==> src/verilog/rtsc_pkg.sv <==
// rtsc_pkg: constants shared by the receive tuning and synthesizer control register bank
package rtsc_pkg;

    // ----------------------------------------------------------------
    // register addresses on the configuration port
    // ----------------------------------------------------------------
    localparam int ADDR_W = 8;
    localparam int DATA_W = 16;
    localparam logic [7:0] ADDR_RX_FRONTEND_TUNING = 8'h17;
    localparam logic [7:0] ADDR_SYNTH_CONTROL_STATUS = 8'h18;

    // ----------------------------------------------------------------
    // receive tuning register fields
    // ----------------------------------------------------------------
    localparam int RX_RSVD_HI = 15;
    localparam int RX_RSVD_LO = 14;
    localparam int RX_STORED_W = 14;
    localparam int RX_BPF_LOW_BIT = 13;
    localparam int RX_BPF_MID_BIT = 12;
    localparam int RX_AMP_LOWGAIN_LOW_BIT = 11;
    localparam int RX_AMP_LOWGAIN_MED_BIT = 10;
    localparam int RX_MIX_HGM_HIGH_BIT = 9;
    localparam int RX_MIX_HGM_MED_BIT = 8;
    localparam int RX_VARACTOR_LO = 6;
    localparam int RX_MIX_TAIL_LO = 4;
    localparam int RX_MIX_VCM_LO = 2;
    localparam int RX_MIX_CUR_LO = 0;
    localparam logic [13:0] RX_RESET = 14'h0a56;

    // ----------------------------------------------------------------
    // synthesizer control and status fields
    // ----------------------------------------------------------------
    localparam int SY_THR_LO = 14;
    localparam int SY_CAL_DONE_BIT = 13;
    localparam int SY_CAL_ACTIVE_BIT = 12;
    localparam int SY_WIN_LEN_BIT = 11;
    localparam int SY_LOCK_BIT = 10;
    localparam int CHAN_W = 10;
    localparam logic [1:0] THR_RESET = 2'h1;
    localparam logic WIN_LEN_RESET = 1'b0;
    localparam logic [9:0] CHAN_RESET = 10'h165;

    // ----------------------------------------------------------------
    // frequency plan and lock detector sizing
    // ----------------------------------------------------------------
    localparam int CHANNEL_WORD_W = 12;
    localparam logic [11:0] CARRIER_BASE_MHZ = 12'h800;
    localparam logic [11:0] RX_LO_OFFSET_MHZ = 12'h002;
    localparam int LOCK_CNT_W = 10;
    localparam logic [9:0] LOCK_BASE_COUNT = 10'h040;
    localparam logic [2:0] WIN_SHORT_PERIODS = 3'h2;
    localparam logic [2:0] WIN_LONG_PERIODS = 3'h4;

endpackage

==> src/verilog/rtsc_lock_if.sv <==
// rtsc_lock_if: carrier between the register bank and its lock detector
`timescale 1ns/1ps
`default_nettype none
interface rtsc_lock_if;
    logic enable;          // synthesizer powered
    logic refTick;         // one reference clock period elapsed
    logic windowOk;        // window of that period succeeded
    logic [1:0] threshold; // lock count code
    logic locked;          // lock status
    logic [9:0] runCount;  // current unbroken run

    modport ctrl (output enable, output refTick, output windowOk, output threshold,
                  input locked, input runCount);
    modport det (input enable, input refTick, input windowOk, input threshold,
                 output locked, output runCount);
endinterface
`default_nettype wire

==> src/verilog/rtsc_lock_detect.sv <==
// rtsc_lock_detect: consecutive successful window counter giving lock status
`timescale 1ns/1ps
`default_nettype none
module rtsc_lock_detect (
    // clock and synchronised reset
    input wire logic clk,
    input wire logic rstSync_n,
    // link to the register bank
    rtsc_lock_if.det lk
);

    // ----------------------------------------------------------------
    // threshold decode
    // ----------------------------------------------------------------
    // code 0..3 maps to 64,128,256,512 periods
    function automatic logic [9:0] thresholdCount(input logic [1:0] code);
        thresholdCount = rtsc_pkg::LOCK_BASE_COUNT << code;
    endfunction

    logic [9:0] count;      // unbroken run of good periods
    logic locked;           // lock reached
    logic [9:0] next_count;
    logic next_locked;

    // ----------------------------------------------------------------
    // next state
    // ----------------------------------------------------------------
    // saturate the count at the threshold so it never wraps while locked
    always_comb begin
        next_count = count;
        next_locked = locked;
        if (!lk.enable) begin
            // powered down: forget the run
            next_count = '0;
            next_locked = 1'b0;
        end else if (lk.refTick) begin
            if (!lk.windowOk) begin
                // failed window restarts the run
                next_count = '0;
                next_locked = 1'b0;
            end else if (count + 10'h001 >= thresholdCount(lk.threshold)) begin
                // run long enough
                next_count = thresholdCount(lk.threshold);
                next_locked = 1'b1;
            end else begin
                next_count = count + 10'h001;
            end
        end
    end

    // registers only
    always_ff @(posedge clk or negedge rstSync_n) begin
        if (!rstSync_n) begin
            count <= '0;
            locked <= 1'b0;
        end else begin
            count <= next_count;
            locked <= next_locked;
        end
    end

    assign lk.locked = locked;
    assign lk.runCount = count;
endmodule // rtsc_lock_detect
`default_nettype wire

==> src/verilog/rtsc_regs.sv <==
// rtsc_regs: receive front-end tuning and synthesizer control/status register bank
// Function
// - amplifier lowgain selects reset to 1 and 0
// - four 2-bit tuning fields drive the front end
// - lock threshold code selects 64 to 512 periods
// - lock flag reads current synthesizer lock
// - calibration done set, cleared on synth turn-on
// - calibration active flag follows running calibration
// - window width bit selects 2 or 4 periods
// - channel word resets 357, carrier 2048 plus word
// - oscillator at carrier in transmit, minus 2 receive
`timescale 1ns/1ps
`default_nettype none
module rtsc_regs (
    // clock and reset
    input wire logic clk,
    input wire logic reset_n,
    // configuration port, decoded on the device clock
    input wire logic [7:0] regAddr,
    input wire logic regWrEn,
    input wire logic [15:0] regWrData,
    input wire logic regRdEn,
    output logic [15:0] regRdData,
    output logic regRdValid,
    // synthesizer status from its controller
    input wire logic synthOn,
    input wire logic txMode,
    input wire logic refTick,
    input wire logic windowOk,
    input wire logic calActive,
    // receive front-end settings
    output logic bandpassLowBiasSel,
    output logic bandpassMidBiasSel,
    output logic ampLowgainInAgcLow,
    output logic ampLowgainInAgcMedium,
    output logic mixerHighgainInAgcHigh,
    output logic mixerHighgainInAgcMedium,
    output logic [1:0] ampVaractorSel,
    output logic [1:0] mixerOutputCurrent,
    output logic [1:0] mixerCommonModeLevel,
    output logic [1:0] mixerCoreCurrent,
    // synthesizer settings
    output logic [2:0] windowPeriods,
    output logic [11:0] loFreqMhz,
    output logic synthLocked
);

    // ----------------------------------------------------------------
    // reset release
    // ----------------------------------------------------------------
    logic [1:0] rstPipe; // two-stage release of the asynchronous reset
    logic rstSync_n;     // reset copy used everywhere else

    // assert at once, release after two edges
    always_ff @(posedge clk or negedge reset_n) begin
        if (!reset_n) begin
            rstPipe <= 2'h0;
        end else begin
            rstPipe <= {rstPipe[0], 1'b1};
        end
    end
    // only the second stage is read, so release never lands mid-cycle
    assign rstSync_n = rstPipe[1];

    // ----------------------------------------------------------------
    // address decode
    // ----------------------------------------------------------------
    // any other address hits neither select and reads zero
    logic selRx;    // tuning register addressed
    logic selSynth; // synthesizer register addressed
    assign selRx = regAddr == rtsc_pkg::ADDR_RX_FRONTEND_TUNING;
    assign selSynth = regAddr == rtsc_pkg::ADDR_SYNTH_CONTROL_STATUS;

    // ----------------------------------------------------------------
    // stored settings
    // ----------------------------------------------------------------
    logic [13:0] rxTuning;  // tuning bits 13:0, the reserved pair is not kept
    logic [1:0] lockThr;    // lock count code
    logic winLen;           // window width select
    logic [9:0] chanWord;   // channel word
    logic [13:0] next_rxTuning;
    logic [1:0] next_lockThr;
    logic next_winLen;
    logic [9:0] next_chanWord;

    // a write takes effect at the next edge
    // write decode; status bits in the data word are simply dropped
    always_comb begin
        next_rxTuning = rxTuning;
        next_lockThr = lockThr;
        next_winLen = winLen;
        next_chanWord = chanWord;
        if (regWrEn && selRx) begin
            // reserved top bits are write-only and not stored
            next_rxTuning = regWrData[13:0];
        end
        if (regWrEn && selSynth) begin
            next_lockThr = regWrData[rtsc_pkg::SY_THR_LO +: 2];
            next_winLen = regWrData[rtsc_pkg::SY_WIN_LEN_BIT];
            next_chanWord = regWrData[rtsc_pkg::CHAN_W-1:0];
        end
    end

    // settings registers
    always_ff @(posedge clk or negedge rstSync_n) begin
        if (!rstSync_n) begin
            rxTuning <= rtsc_pkg::RX_RESET;
            lockThr <= rtsc_pkg::THR_RESET;
            winLen <= rtsc_pkg::WIN_LEN_RESET;
            chanWord <= rtsc_pkg::CHAN_RESET;
        end else begin
            rxTuning <= next_rxTuning;
            lockThr <= next_lockThr;
            winLen <= next_winLen;
            chanWord <= next_chanWord;
        end
    end

    // no local copy: the analog side sees the stored bits
    // front-end fields straight from the stored bits
    assign bandpassLowBiasSel = rxTuning[rtsc_pkg::RX_BPF_LOW_BIT];
    assign bandpassMidBiasSel = rxTuning[rtsc_pkg::RX_BPF_MID_BIT];
    assign ampLowgainInAgcLow = rxTuning[rtsc_pkg::RX_AMP_LOWGAIN_LOW_BIT];
    assign ampLowgainInAgcMedium = rxTuning[rtsc_pkg::RX_AMP_LOWGAIN_MED_BIT];
    assign mixerHighgainInAgcHigh = rxTuning[rtsc_pkg::RX_MIX_HGM_HIGH_BIT];
    assign mixerHighgainInAgcMedium = rxTuning[rtsc_pkg::RX_MIX_HGM_MED_BIT];
    assign ampVaractorSel = rxTuning[rtsc_pkg::RX_VARACTOR_LO +: 2];
    assign mixerOutputCurrent = rxTuning[rtsc_pkg::RX_MIX_TAIL_LO +: 2];
    assign mixerCommonModeLevel = rxTuning[rtsc_pkg::RX_MIX_VCM_LO +: 2];
    assign mixerCoreCurrent = rxTuning[rtsc_pkg::RX_MIX_CUR_LO +: 2];

    // window width decode, combinational setting
    assign windowPeriods = winLen ? rtsc_pkg::WIN_LONG_PERIODS : rtsc_pkg::WIN_SHORT_PERIODS;

    // ----------------------------------------------------------------
    // calibration tracking
    // ----------------------------------------------------------------
    logic synthOnPrev;  // for turn-on edge
    logic calPrev;      // for calibration end edge
    logic calDone;      // calibration completed since turn-on
    logic calEnd;       // calibration just finished
    logic synthTurnOn;  // synthesizer just turned on
    logic next_calDone;
    // status lines are already on the device clock
    assign calEnd = calPrev && !calActive;
    assign synthTurnOn = synthOn && !synthOnPrev;

    // completion wins over the turn-on clear, so a short calibration is not lost
    always_comb begin
        next_calDone = calDone;
        if (synthTurnOn) begin
            next_calDone = 1'b0;
        end
        if (calEnd) begin
            next_calDone = 1'b1;
        end
    end

    // calibration registers
    always_ff @(posedge clk or negedge rstSync_n) begin
        if (!rstSync_n) begin
            synthOnPrev <= 1'b0;
            calPrev <= 1'b0;
            calDone <= 1'b0;
        end else begin
            synthOnPrev <= synthOn;
            calPrev <= calActive;
            calDone <= next_calDone;
        end
    end

    // ----------------------------------------------------------------
    // lock detector
    // ----------------------------------------------------------------
    // the detector owns the run; only its flag leaves
    rtsc_lock_if lk ();
    assign lk.enable = synthOn;
    assign lk.refTick = refTick;
    assign lk.windowOk = windowOk;
    assign lk.threshold = lockThr;
    assign synthLocked = lk.locked;

    rtsc_lock_detect u_lock (
        .clk(clk),
        .rstSync_n(rstSync_n),
        .lk(lk)
    );

    // ----------------------------------------------------------------
    // local oscillator frequency
    // ----------------------------------------------------------------
    logic [11:0] next_loFreqMhz;

    // receive mode sits below the carrier by the intermediate frequency
    always_comb begin
        next_loFreqMhz = rtsc_pkg::CARRIER_BASE_MHZ + {2'h0, chanWord};
        if (!txMode) begin
            next_loFreqMhz = next_loFreqMhz - rtsc_pkg::RX_LO_OFFSET_MHZ;
        end
    end

    // a mode switch needs no rewrite of the channel word
    // registered so the synthesizer sees a clean word
    always_ff @(posedge clk or negedge rstSync_n) begin
        if (!rstSync_n) begin
            // reset channel in receive mode
            loFreqMhz <= rtsc_pkg::CARRIER_BASE_MHZ + {2'h0, rtsc_pkg::CHAN_RESET} - rtsc_pkg::RX_LO_OFFSET_MHZ;
        end else begin
            loFreqMhz <= next_loFreqMhz;
        end
    end

    // ----------------------------------------------------------------
    // read path
    // ----------------------------------------------------------------
    logic [15:0] next_regRdData;
    logic next_regRdValid;

    // a read beside a write returns the old value
    // status bits are sampled live, never stored from a write
    always_comb begin
        next_regRdData = 16'h0000;
        next_regRdValid = regRdEn;
        if (regRdEn && selRx) begin
            // reserved bits read as zero
            next_regRdData = {2'h0, rxTuning};
        end else if (regRdEn && selSynth) begin
            next_regRdData = {lockThr, calDone, calActive, winLen, lk.locked, chanWord};
        end
    end

    // one-cycle read answer; unmapped addresses answer zero
    always_ff @(posedge clk or negedge rstSync_n) begin
        if (!rstSync_n) begin
            regRdData <= 16'h0000;
            regRdValid <= 1'b0;
        end else begin
            regRdData <= next_regRdData;
            regRdValid <= next_regRdValid;
        end
    end
endmodule // rtsc_regs
`default_nettype wire

==> config.mk <==
export PLATFORM = sky130hd
export DESIGN_NAME = rtsc_regs
export DESIGN_NICKNAME = d
export VERILOG_FILES = /design/src/verilog/rtsc_pkg.sv /design/src/verilog/rtsc_lock_if.sv /design/src/verilog/rtsc_lock_detect.sv /design/src/verilog/rtsc_regs.sv
export SDC_FILE = /design/constraint.sdc
export NUM_CORES = 1
export LEC_CHECK = 0
export BUFFER_PORTS_ARGS = -buffer_cell sky130_fd_sc_hd__buf_2
export CORE_ASPECT_RATIO = 0.9
export CORE_MARGIN = 2
export CORE_UTILIZATION = 40
export CTS_BUF_LIST = sky130_fd_sc_hd__clkbuf_4
export DETAILED_ROUTE_END_ITERATION = 7
export GPL_TIMING_DRIVEN = 0
export SLEW_MARGIN = 10
export SYNTH_ARGS = -nofsm -noshare
export SYNTH_HDL_FRONTEND = slang
export SYNTH_SLANG_ARGS = --single-unit
==> constraint.sdc <==
create_clock -name clk -period 5.8 [get_ports clk]
set_clock_uncertainty 0.05 [all_clocks]
set_input_delay 0.29 -clock clk [delete_from_list [all_inputs] [get_ports clk]]
set_output_delay 0.29 -clock clk [all_outputs]
set_load 0.005 [all_outputs]
==> results of run 1 <==
cells in the mapped netlist, drive strengths merged:
library cell   n  share of area [%]
dfrtp         54                 43
mux2          28                 11
nand2         20                2.4
dfstp         18                 15
a22o          17                4.7
nand3         13                2.1
nor2           9                1.1
buf            7                1.5
ha             7                2.8
inv            7               0.83
nor3           6               0.95
nor4           6                1.7
o21ai          5               0.79
xnor2          5                1.4
xor2           5                1.4
a21oi          4               0.64
nand2b         4               0.79
or4            4               0.95
and2           3               0.60
clkbuf         3               0.36
o31ai          3               0.72
or2            3               0.60
conb           2               0.24
nand4          2               0.40
o221ai         2               0.56
a211o          1               0.28
a211oi         1               0.24
a31o           1               0.28
a32o           1               0.32
and4           1               0.28
mux2i          1               0.32
nand4b         1               0.28
nor2b          1               0.20
nor4b          1               0.48
o211ai         1               0.24
o2bb2ai        1               0.28
o311ai         1               0.28
worst paths after layout:
| check | start | to | slack, ns | cells after the start |
|---|---|---|---|---|
| setup / recovery | u_lock.lk.runCount[2]$_DFFE_PN0P_ | u_lock.lk.runCount[9]$_DFFE_PN0P_ | 3.03 | 8 |
| hold reg to reg | rstPipe[1]$_DFF_PN0_ | regRdData[11]$_DFF_PN0_ | 0.12 | 0 |
| hold / removal | txMode | loFreqMhz[1]$_DFF_PN1_ | 0.02 | 2 |
| max in group asynchronous | rstPipe[1]$_DFF_PN0_ | loFreqMhz[8]$_DFF_PN1_ | 4.98 | 1 |
| min in group asynchronous | rstPipe[1]$_DFF_PN0_ | regRdData[11]$_DFF_PN0_ | 0.12 | 0 |
| setup reg to reg | u_lock.lk.runCount[2]$_DFFE_PN0P_ | u_lock.lk.runCount[9]$_DFFE_PN0P_ | 3.03 | 8 |
where the power goes:
part           internal, mW  switching (mW)
sequential            0.535          0.0168
combinational        0.0520          0.0534
clock                0.0941           0.185
total                 0.681           0.255
metal layers:
| layer | share of wire (%) | GRT usage, % | vias to the layer above | routed length, microns |
|---|---|---|---|---|
| li1 | - | - | 1093 | - |
| met1 | 47 | 20.8 | 1103 | 3110 |
| met5 | 0 | 0 | - | 0 |
| met4 | 1.8 | 7.45 | 0 | 117 |
| met2 | 47 | 26.0 | 55 | 3110 |
| met3 | 4.4 | 3.83 | 11 | 292 |
registers in the layout (all words and copies together) (netlist names):
register and count:
regRdData 16, rxTuning 14, loFreqMhz 12, chanWord 10, u_lock.lk.runCount 10, lk.threshold 2, rstPipe 2, calDone 1
calPrev 1, regRdValid 1, synthOnPrev 1, u_lock.lk.locked 1, winLen 1
layout by cell type, fill, tap and decap left out, types with 2 or more instances in the layout:
cell,instances
conb_1,2
nor4_1,5
dfstp_2,18
xnor2_1,5
buf_4,2
nor2_1,9
clkinvlp_4,2
clkinv_4,3
nand2b_1,4
xor2_1,5
nand2_1,20
o31ai_1,3
dlygate4sd3_1,4
and2_1,3
mux2_2,18
nor3_1,6
or4_1,4
clkbuf_1,3
ha_1,7
inv_1,7
mux2_4,10
buf_2,82
nand3_1,13
a22o_1,17
dfrtp_1,53
or2_2,3
o221ai_1,2
nand4_1,2
a21oi_1,4
clkbuf_4,10
o21ai_0,5
layout make-up:
| type | instances | share of cell area, % |
|---|---|---|
| Sequential cell | 72 | 47.5 |
| Multi-Input combinational cell | 160 | 32.2 |
| Timing Repair Buffer | 83 | 11.9 |
| Tap cell | 96 | 3.12 |
| Clock buffer | 10 | 1.95 |
| Buffer | 10 | 1.49 |
| Clock inverter | 6 | 1.20 |
| Inverter | 7 | 0.682 |
cells by family (layout without fill, tap and decap cells):
kind of cell    after synthesis  count (layout)
other cells                   2               2
buf+inv                      17             116
simple gates                 74              74
mux                          29              29
compound gates               38              38
fa+ha+maj                     7               7
flops                        72              72
xor+xnor                     10              10
critical path, cell delays in order (launching register included):
cell	delay (ns)
dfrtp_1	0.44
nand3_1	0.28
or4_1	0.57
nand2_1	0.09
ha_1	0.19
nor3_1	0.08
a211oi_1	0.58
a21oi_1	0.17
a22o_1	0.23
through the flow:
| step | instances | cell area, sq um | worst slack (ns) | hold WS [ns] |
|---|---|---|---|---|
| 6_report | 444 | 3850 | 3.03 | 0.0227 |
| 5_1_grt | 444 | 3850 | 2.81 | 0.00873 |
| 4_1_cts | 444 | 3850 | 3.04 | 0.00999 |
| 3_5_place_dp | 424 | 3690 | 3.09 | 0.0268 |
| 3_3_place_gp | 423 | 3660 | 2.83 | 0.0278 |
| 2_1_floorplan | 249 | 3150 | 3.45 | -0.0556 |
==> impl_metrics.yaml, run 1 <==
floorplan:
  initial_core_util_pct: 41.5
  die_w_microns: 97.5
  core_area_sq_um: 7580
  row_count: 30
  design.die.area_sq_um: 8600
  die_y_microns: 88.2
  ios: 80
clocking:
  clk_latency_ns: 0.42
  ctsHoldBuffers: 4
  cts_resized: 0
  clock-sinks: 72
  clk_pin_slew_ns: 0.13
  htreeDepth: 3
  postCtsSetupBuffers: 0
  cts_tree: "built"
  tritoncts.num_buffers: 9
  cts_root_buffer: "clkbuf_4"
  clockBufferDepth: 2
synthesis:
  synth_area_sq_um: 3150
  synthMuxAreaShare_pct: 11.5
  yosysWarningCount: 0
  synth-simple-area-share_pct: 12.7
  synth.avg_cell_area_sq_um: 12.6
  synth.distinct_cells: 41
  syn_nets: 289
  ys_ff_latch: 72
  synth_top_family_by_area: "simple AND/OR/NAND/NOR gates"
  synthXorXnorAreaFrac_pct: 2.78
  synth_seq_area_share_pct: 57.9
  synthCells: 249
  synth_compound_area_share_pct: 9.34
  synthAdderAreaFrac_pct: 2.78
sta:
  rsz0062_at_grt: "false"
  tns_ns: 0
  min_period_ns: 2.77
  post-route-period-util_pct: 47.8
  worstMarginPinSlew_ns: 0.659
  final_max_slew_viol_count: 0
  slew_headroom_pct: 56.1
  hold_viol: 0
  clock.fmax_ghz: 0.361
  setup_viol: 0
detailed_routing:
  dr.pass1.iters: 4
  drtIter0Drc: 66
  wl_microns: 6630
  vias: 2262
  via_per_inst: 5.09
  ant_nets: 0
  drc: 0
  wl_per_cell_microns: 14.9
global_route:
  grt_pass1_wl_microns: 10700
  antenna_found_initial: 0
  grt_max_degree: 59
  grt_overflow: 0
  track_usage_pct: 16.1
  grt_pass1_vias: 2158
final_layout:
  multiInputGateArea_sq_um: 1240
  drive_gt1_share_pct: 44.5
  postLayoutCoreUtil_pct: 50.8
  fin_nets: 383
  area_growth_pct: 22.3
  regArea_sq_um: 1830
  diodes: 0
  n_fill_cell: 707
placed_design:
  io_buffer_count: 78
  dp_hpwl_microns: 4760
  place.gp.congestion: 0.841
setup_path:
  endpoint_kind: "flop"
  start_kind: "flop"
  critPathRequiredTime_ns: 6.07
  critPathKind: "flop to flop"
  cp_max_fo: 7
  worst-endpoint-arrival_ns: 3.04
pwr:
  powerDensity_nw_per_um2: 243
  ir_worst_vdd_mv: 0.102
  p_leak_nw: 1.95
  power_mw: 0.936
hold_path:
  hp-class: "primary input to flop"
run:
  drv_cap: 0
outcome:
  status: "finished clean"
Note: power is estimated with default switching activity, not from simulation.
==> run 2: changes to the inputs <==
- PLACE_DENSITY: not set -> 0.65
- clock period: 5.8 -> 2.5 ns (I/O delays scaled with it)
==> run 2 against run 1 <==
Net effect: routed wire length grew 4.5%; register-to-register slack worse by 2.9 ns; sequential power rose by 130%; fmax is 16% higher; critical path depth up 1; first-iteration DRC count is 64% higher; critical path type unchanged; highest routed layer unchanged.
==> impl_metrics.yaml, run 2 (synthesis gave the netlist of run 1 again) <==
floorplan:
  design.die.area_sq_um: 8600
  row_count: 30
  die_y_microns: 88.2
  core_area_sq_um: 7580
  die_w_microns: 97.5
  ios: 80
  initial_core_util_pct: 41.5
clocking:
  clock-sinks: 72
  htreeDepth: 3
  tritoncts.num_buffers: 9
  clk_pin_slew_ns: 0.12
  cts_tree: "built"
  cts_root_buffer: "clkbuf_4"
  clockBufferDepth: 2
  clk_latency_ns: 0.41
setup_path:
  crit_path_start: "u_lock.lk.runCount[5]$_DFFE_PN0P_"
  worst-endpoint-arrival_ns: 2.65
  critPathRequiredTime_ns: 2.76
  critical_path_buf_inv_count: 1
  cp_max_fo: 10
  critical-path-max-stage-delay_ns: 0.55
  start_kind: "flop"
  cp_top_family: "simple AND/OR/NAND/NOR gates"
  crit_chain: "nand3_2, or4_4, nand2_2, ha_4, nor3_2, a211o_1, buf_6, mux2i_1, a22o_1"
  slowest_stage: "or4_4"
  critPathKind: "flop to flop"
  r2r_start: "u_lock.lk.runCount[5]$_DFFE_PN0P_"
  endpoint_kind: "flop"
placed_design:
  dp_hpwl_microns: 4770
  place.gp.congestion: 0.857
  io_buffer_count: 78
  place_area_sq_um: 3690
pwr:
  powerDensity_nw_per_um2: 540
  p_leak_nw: 2.09
  power_mw: 2.27
  ir_worst_vdd_mv: 0.394
final_layout:
  area_growth_pct: 33.2
  fin_nets: 409
  postLayoutCellArea_sq_um: 4190
  layout_commonest_cell: "buf_2"
  largest_reg_flops: 16
  diodes: 0
  multiInputGateArea_sq_um: 1320
  largestRegisters: "regRdData (16), rxTuning (14), loFreqMhz (12)"
  final_cell_mix: "buf_2, dfrtp_1, dlygate4sd3_1, nand2_1"
  regArea_sq_um: 1830
  largest-register: "regRdData"
  drive_gt1_share_pct: 46.5
  n_fill_cell: 679
global_route:
  antenna_found_initial: 0
  grt_overflow: 0
  track_usage_pct: 16.9
  grt_pass1_vias: 2256
  grt_max_degree: 54
  grt_pass1_wl_microns: 11300
detailed_routing:
  drc: 0
  wl_microns: 6930
  wl_per_cell_microns: 14.7
  drtIter0Drc: 108
  ant_nets: 0
  vias: 2382
  via_per_inst: 5.07
  dr.pass1.iters: 4
outcome:
  status: "finished clean"
sta:
  final_max_slew_viol_count: 0
  min_period_ns: 2.39
  worstMarginPinSlew_ns: 0.612
  clock.fmax_ghz: 0.418
  post-route-period-util_pct: 95.8
  hold_viol: 0
  slew_headroom_pct: 59.2
  setup_viol: 0
hold_path:
  worstHoldStart: "regAddr[1]"
  hp-class: "primary input to flop"
run:
  drv_cap: 0
[run 2: cell types whose count changed in the layout (fill, tap and decap cells not counted), moves of 2 or more]
cell / previous run / this run
ha_1: 7 / 5
nor3_2: 0 / 3
clkinv_4: 3 / 0
dfrtp_1: 53 / 51
clkinv_1: 0 / 2
nor3_1: 6 / 3
dlygate4sd3_1: 4 / 25
buf_4: 2 / 7
dfrtp_2: 0 / 2
nand3_1: 13 / 11
[run 2: metrics by stage]
step	utilization, %	std cells	setup WS (ns)	TNS [ns]	hold slack [ns]
2_1_floorplan	-	249	0.152	0	-0.221
3_3_place_gp	48.3	423	-0.455	-24.32	-0.140
3_5_place_dp	48.7	424	-0.216	-1.09	-0.135
4_1_cts	54.5	468	-0.00959	-0.00959	0.0829
5_1_grt	55.3	470	-0.000628	-0.000628	0.0882
6_report	55.3	470	0.106	0	0.105
[run 2: report_power, final]
| part | internal, mW | switching (mW) | leakage, nW | total, mW |
|---|---|---|---|---|
| Clock | 0.294 | 0.404 | 0.0668 | 0.698 |
| Combinational | 0.154 | 0.132 | 1.11 | 0.285 |
| Sequential | 1.24 | 0.0413 | 0.908 | 1.28 |
| Total | 1.69 | 0.577 | 2.09 | 2.27 |
[run 2: path summary, 6_finish.rpt]
check / end / slack (ns) / cells after the start
setup / recovery: u_lock.lk.runCount[6]$_DFFE_PN0P_ / 0.11 / 9
hold / removal: regRdData[4]$_DFF_PN0_ / 0.10 / 3
setup reg to reg: u_lock.lk.runCount[6]$_DFFE_PN0P_ / 0.11 / 9
hold reg to reg: regRdData[4]$_DFF_PN0_ / 0.16 / 0
max in group asynchronous: loFreqMhz[8]$_DFF_PN1_ / 1.64 / 1
min in group asynchronous: regRdData[4]$_DFF_PN0_ / 0.16 / 0
[run 2: timing repair]
action | CTS | global route
hold buffers | 25 | 0
pin swaps | 0 | 3
gates resized for setup | 11 | 11
buffers inserted | 3 | 2
gates cloned | 0 | 0
endpoints found under the setup margin | 10 | 9
hold endpoints to repair | 41 | 0
[run 2: tightest hold or removal path: cells and delay by family]
kind,cells,cell delay [ns]
and+or+nand+nor,1,0.07
buffers and inverters,1,0.12
AOI/OAI and AO/OA,1,0.22
[run 2: layout make-up]
type / instances / area share [%]
timing repair buffer: 109 / 16.8
clock inverter: 7 / 1.49
buffer: 10 / 1.52
clock buffer: 9 / 1.61
tap: 96 / 2.86
sequential: 72 / 43.6
multi-input combinational: 160 / 31.4
inverter: 7 / 0.626
[run 2: metal layers]
metal	track usage [%]	up-vias	share of wire (%)
met5	0	-	0
met4	5.68	0	1.2
met3	4.87	7	4.8
met2	27.4	59	49
met1	22.2	1176	45
li1	-	1140	-
==> run 3: changes to the inputs <==
- CORE_ASPECT_RATIO: 0.9 -> 0.5
==> run 3 against run 2 <==
Net effect: setup slack lost 0.052 ns; utilization grew 1.1 points; final cell count grew 2.6%; clock power grew 16%; register-to-register slack lost 0.05 ns; critical path depth is the same; flip-flop and latch count is the same; via count grew 2.2%; die area grew 0.49%; critical endpoint unchanged; largest power group unchanged.
==> impl_metrics.yaml, run 3 (synthesis gave the netlist of run 1 again) <==
sta:
  final_max_slew_viol_count: 0
  worstMarginPinSlew_ns: 0.567
  final.setup.worst_slack_ns: 0.0537
  tns_ns: 0
  slew_headroom_pct: 62.2
  clock.fmax_ghz: 0.409
  hold_viol: 0
  post-route-period-util_pct: 97.9
  min_period_ns: 2.45
  setup_viol: 0
clocking:
  clk_pin_slew_ns: 0.12
  tritoncts.num_buffers: 9
  clockBufferDepth: 2
  cts_root_buffer: "clkbuf_4"
  clk_latency_ns: 0.43
  cts_tree: "built"
  htreeDepth: 3
  clock-sinks: 72
placed_design:
  io_buffer_count: 78
  dp_slack_ns: -0.200
  place.gp.congestion: 0.774
  dp_hpwl_microns: 4810
  place_area_sq_um: 3700
global_route:
  track_usage_pct: 17.7
  antenna_found_initial: 0
  grt_pass1_wl_microns: 11400
  grt_overflow: 0
  grt_pass1_vias: 2425
  grt_max_degree: 56
detailed_routing:
  dr_wl_met3_microns: 313
  via_per_inst: 5.05
  vias: 2435
  dr_wl_met2_microns: 3800
  drc: 0
  wl_per_cell_microns: 14.9
  wl_microns: 7190
  dr.pass1.iters: 4
  drtIter0Drc: 188
  ant_nets: 0
  drt-met1-wl_microns: 2910
  dr.max_layer_used: "met4"
pwr:
  intPower_mw: 1.79
  p_comb_share_pct: 12.1
  p_seq_share_pct: 54.0
  switching_share_pct: 24.9
  pwr-share-clk_pct: 33.9
  power_mw: 2.38
  p_leak_nw: 2.10
  powerDensity_nw_per_um2: 564
  ir_worst_vdd_mv: 0.362
  p_sw_mw: 0.592
floorplan:
  core_area_sq_um: 7490
  ios: 80
  initial_core_util_pct: 42.0
  row_count: 22
  die_y_microns: 66.7
  die_w_microns: 129
  design.die.area_sq_um: 8640
setup_path:
  critPathKind: "flop to flop"
  critPathRequiredTime_ns: 2.76
  start_kind: "flop"
  worst-endpoint-arrival_ns: 2.71
  endpoint_kind: "flop"
  cp_max_fo: 10
final_layout:
  postLayoutCoreUtil_pct: 56.4
  final_cell_mix: "buf_2, dfrtp_1, dlygate4sd3_1, nand2_1"
  drive_gt1_share_pct: 46.8
  layout_commonest_cell: "buf_2"
  largestRegisters: "regRdData (16), rxTuning (14), loFreqMhz (12)"
  largest-register: "regRdData"
  fin_nets: 409
  largest_reg_flops: 16
  postLayoutCellArea_sq_um: 4230
  area_growth_pct: 34.2
  diodes: 0
run:
  drv_cap: 0
outcome:
  status: "finished clean"
hold_path:
  hp-class: "primary input to flop"
[run 3: what timing repair did]
action	CTS	global route
gates resized for setup	13	8
pin swaps	1	3
setup buffers	5	1
hold buffers	24	0
endpoints found under the setup margin	9	10
endpoints found under the hold margin	42	0
[run 3: final timing paths]
| kind | startpoint | depth (start not counted) | to | slack (ns) |
|---|---|---|---|---|
| worst min register to register | rstPipe[1]$_DFF_PN0_ | 0 | rxTuning[3]$_DFFE_PN0P_ | 0.14 |
| min in group asynchronous | rstPipe[1]$_DFF_PN0_ | 0 | rxTuning[3]$_DFFE_PN0P_ | 0.14 |
| worst max-delay path | u_lock.lk.runCount[2]$_DFFE_PN0P_ | 9 | u_lock.lk.runCount[6]$_DFFE_PN0P_ | 0.05 |
| worst max register to register | u_lock.lk.runCount[2]$_DFFE_PN0P_ | 9 | u_lock.lk.runCount[6]$_DFFE_PN0P_ | 0.05 |
| max in group asynchronous | rstPipe[1]$_DFF_PN0_ | 1 | loFreqMhz[1]$_DFF_PN1_ | 1.67 |
| worst min-delay path | regAddr[1] | 3 | regRdData[1]$_DFF_PN0_ | 0.10 |
[run 3: layout make-up]
type	instances	area, sq um
well taps	108	135
fillers	666	3260
clock inverters	7	86.3
clock buffers	9	67.6
inverters	7	26.3
flip-flops and latches	72	1830
plain buffers	10	63.8
repair buffers	109	703
multi-input cells	160	1310
[run 3: power groups by stage]
stage	sequential [mW]	clock [mW]	combinational, mW
floorplan	1.31	0	0.116
global placement	1.32	0	0.216
detailed placement	1.30	0	0.246
CTS	1.29	0.825	0.285
global route	1.29	0.874	0.318
finish	1.29	0.807	0.288
[run 3: metal layers]
layer  up-vias  global-route usage (%)
li1       1140                       -
met4         0                    5.78
met3        14                    5.86
met1      1210                    19.9
met2        71                    32.3
met5         -                       0
[run 3: per-stage QoR]
step | instances | hold slack [ns]
CTS | 481 | 0.0764
global placement | 435 | -0.139
floorplan | 249 | -0.221
global route | 482 | 0.0740
finish | 482 | 0.100
detailed placement | 436 | -0.139
[run 3: critical path, stage by stage (launching register included)]
cell	delay [ns]
dfrtp_1	0.45
and4_1	0.25
and2_1	0.20
xnor2_2	0.16
ha_1	0.32
o21ai_2	0.08
a211o_1	0.29
buf_6	0.15
mux2i_1	0.12
a22o_1	0.24
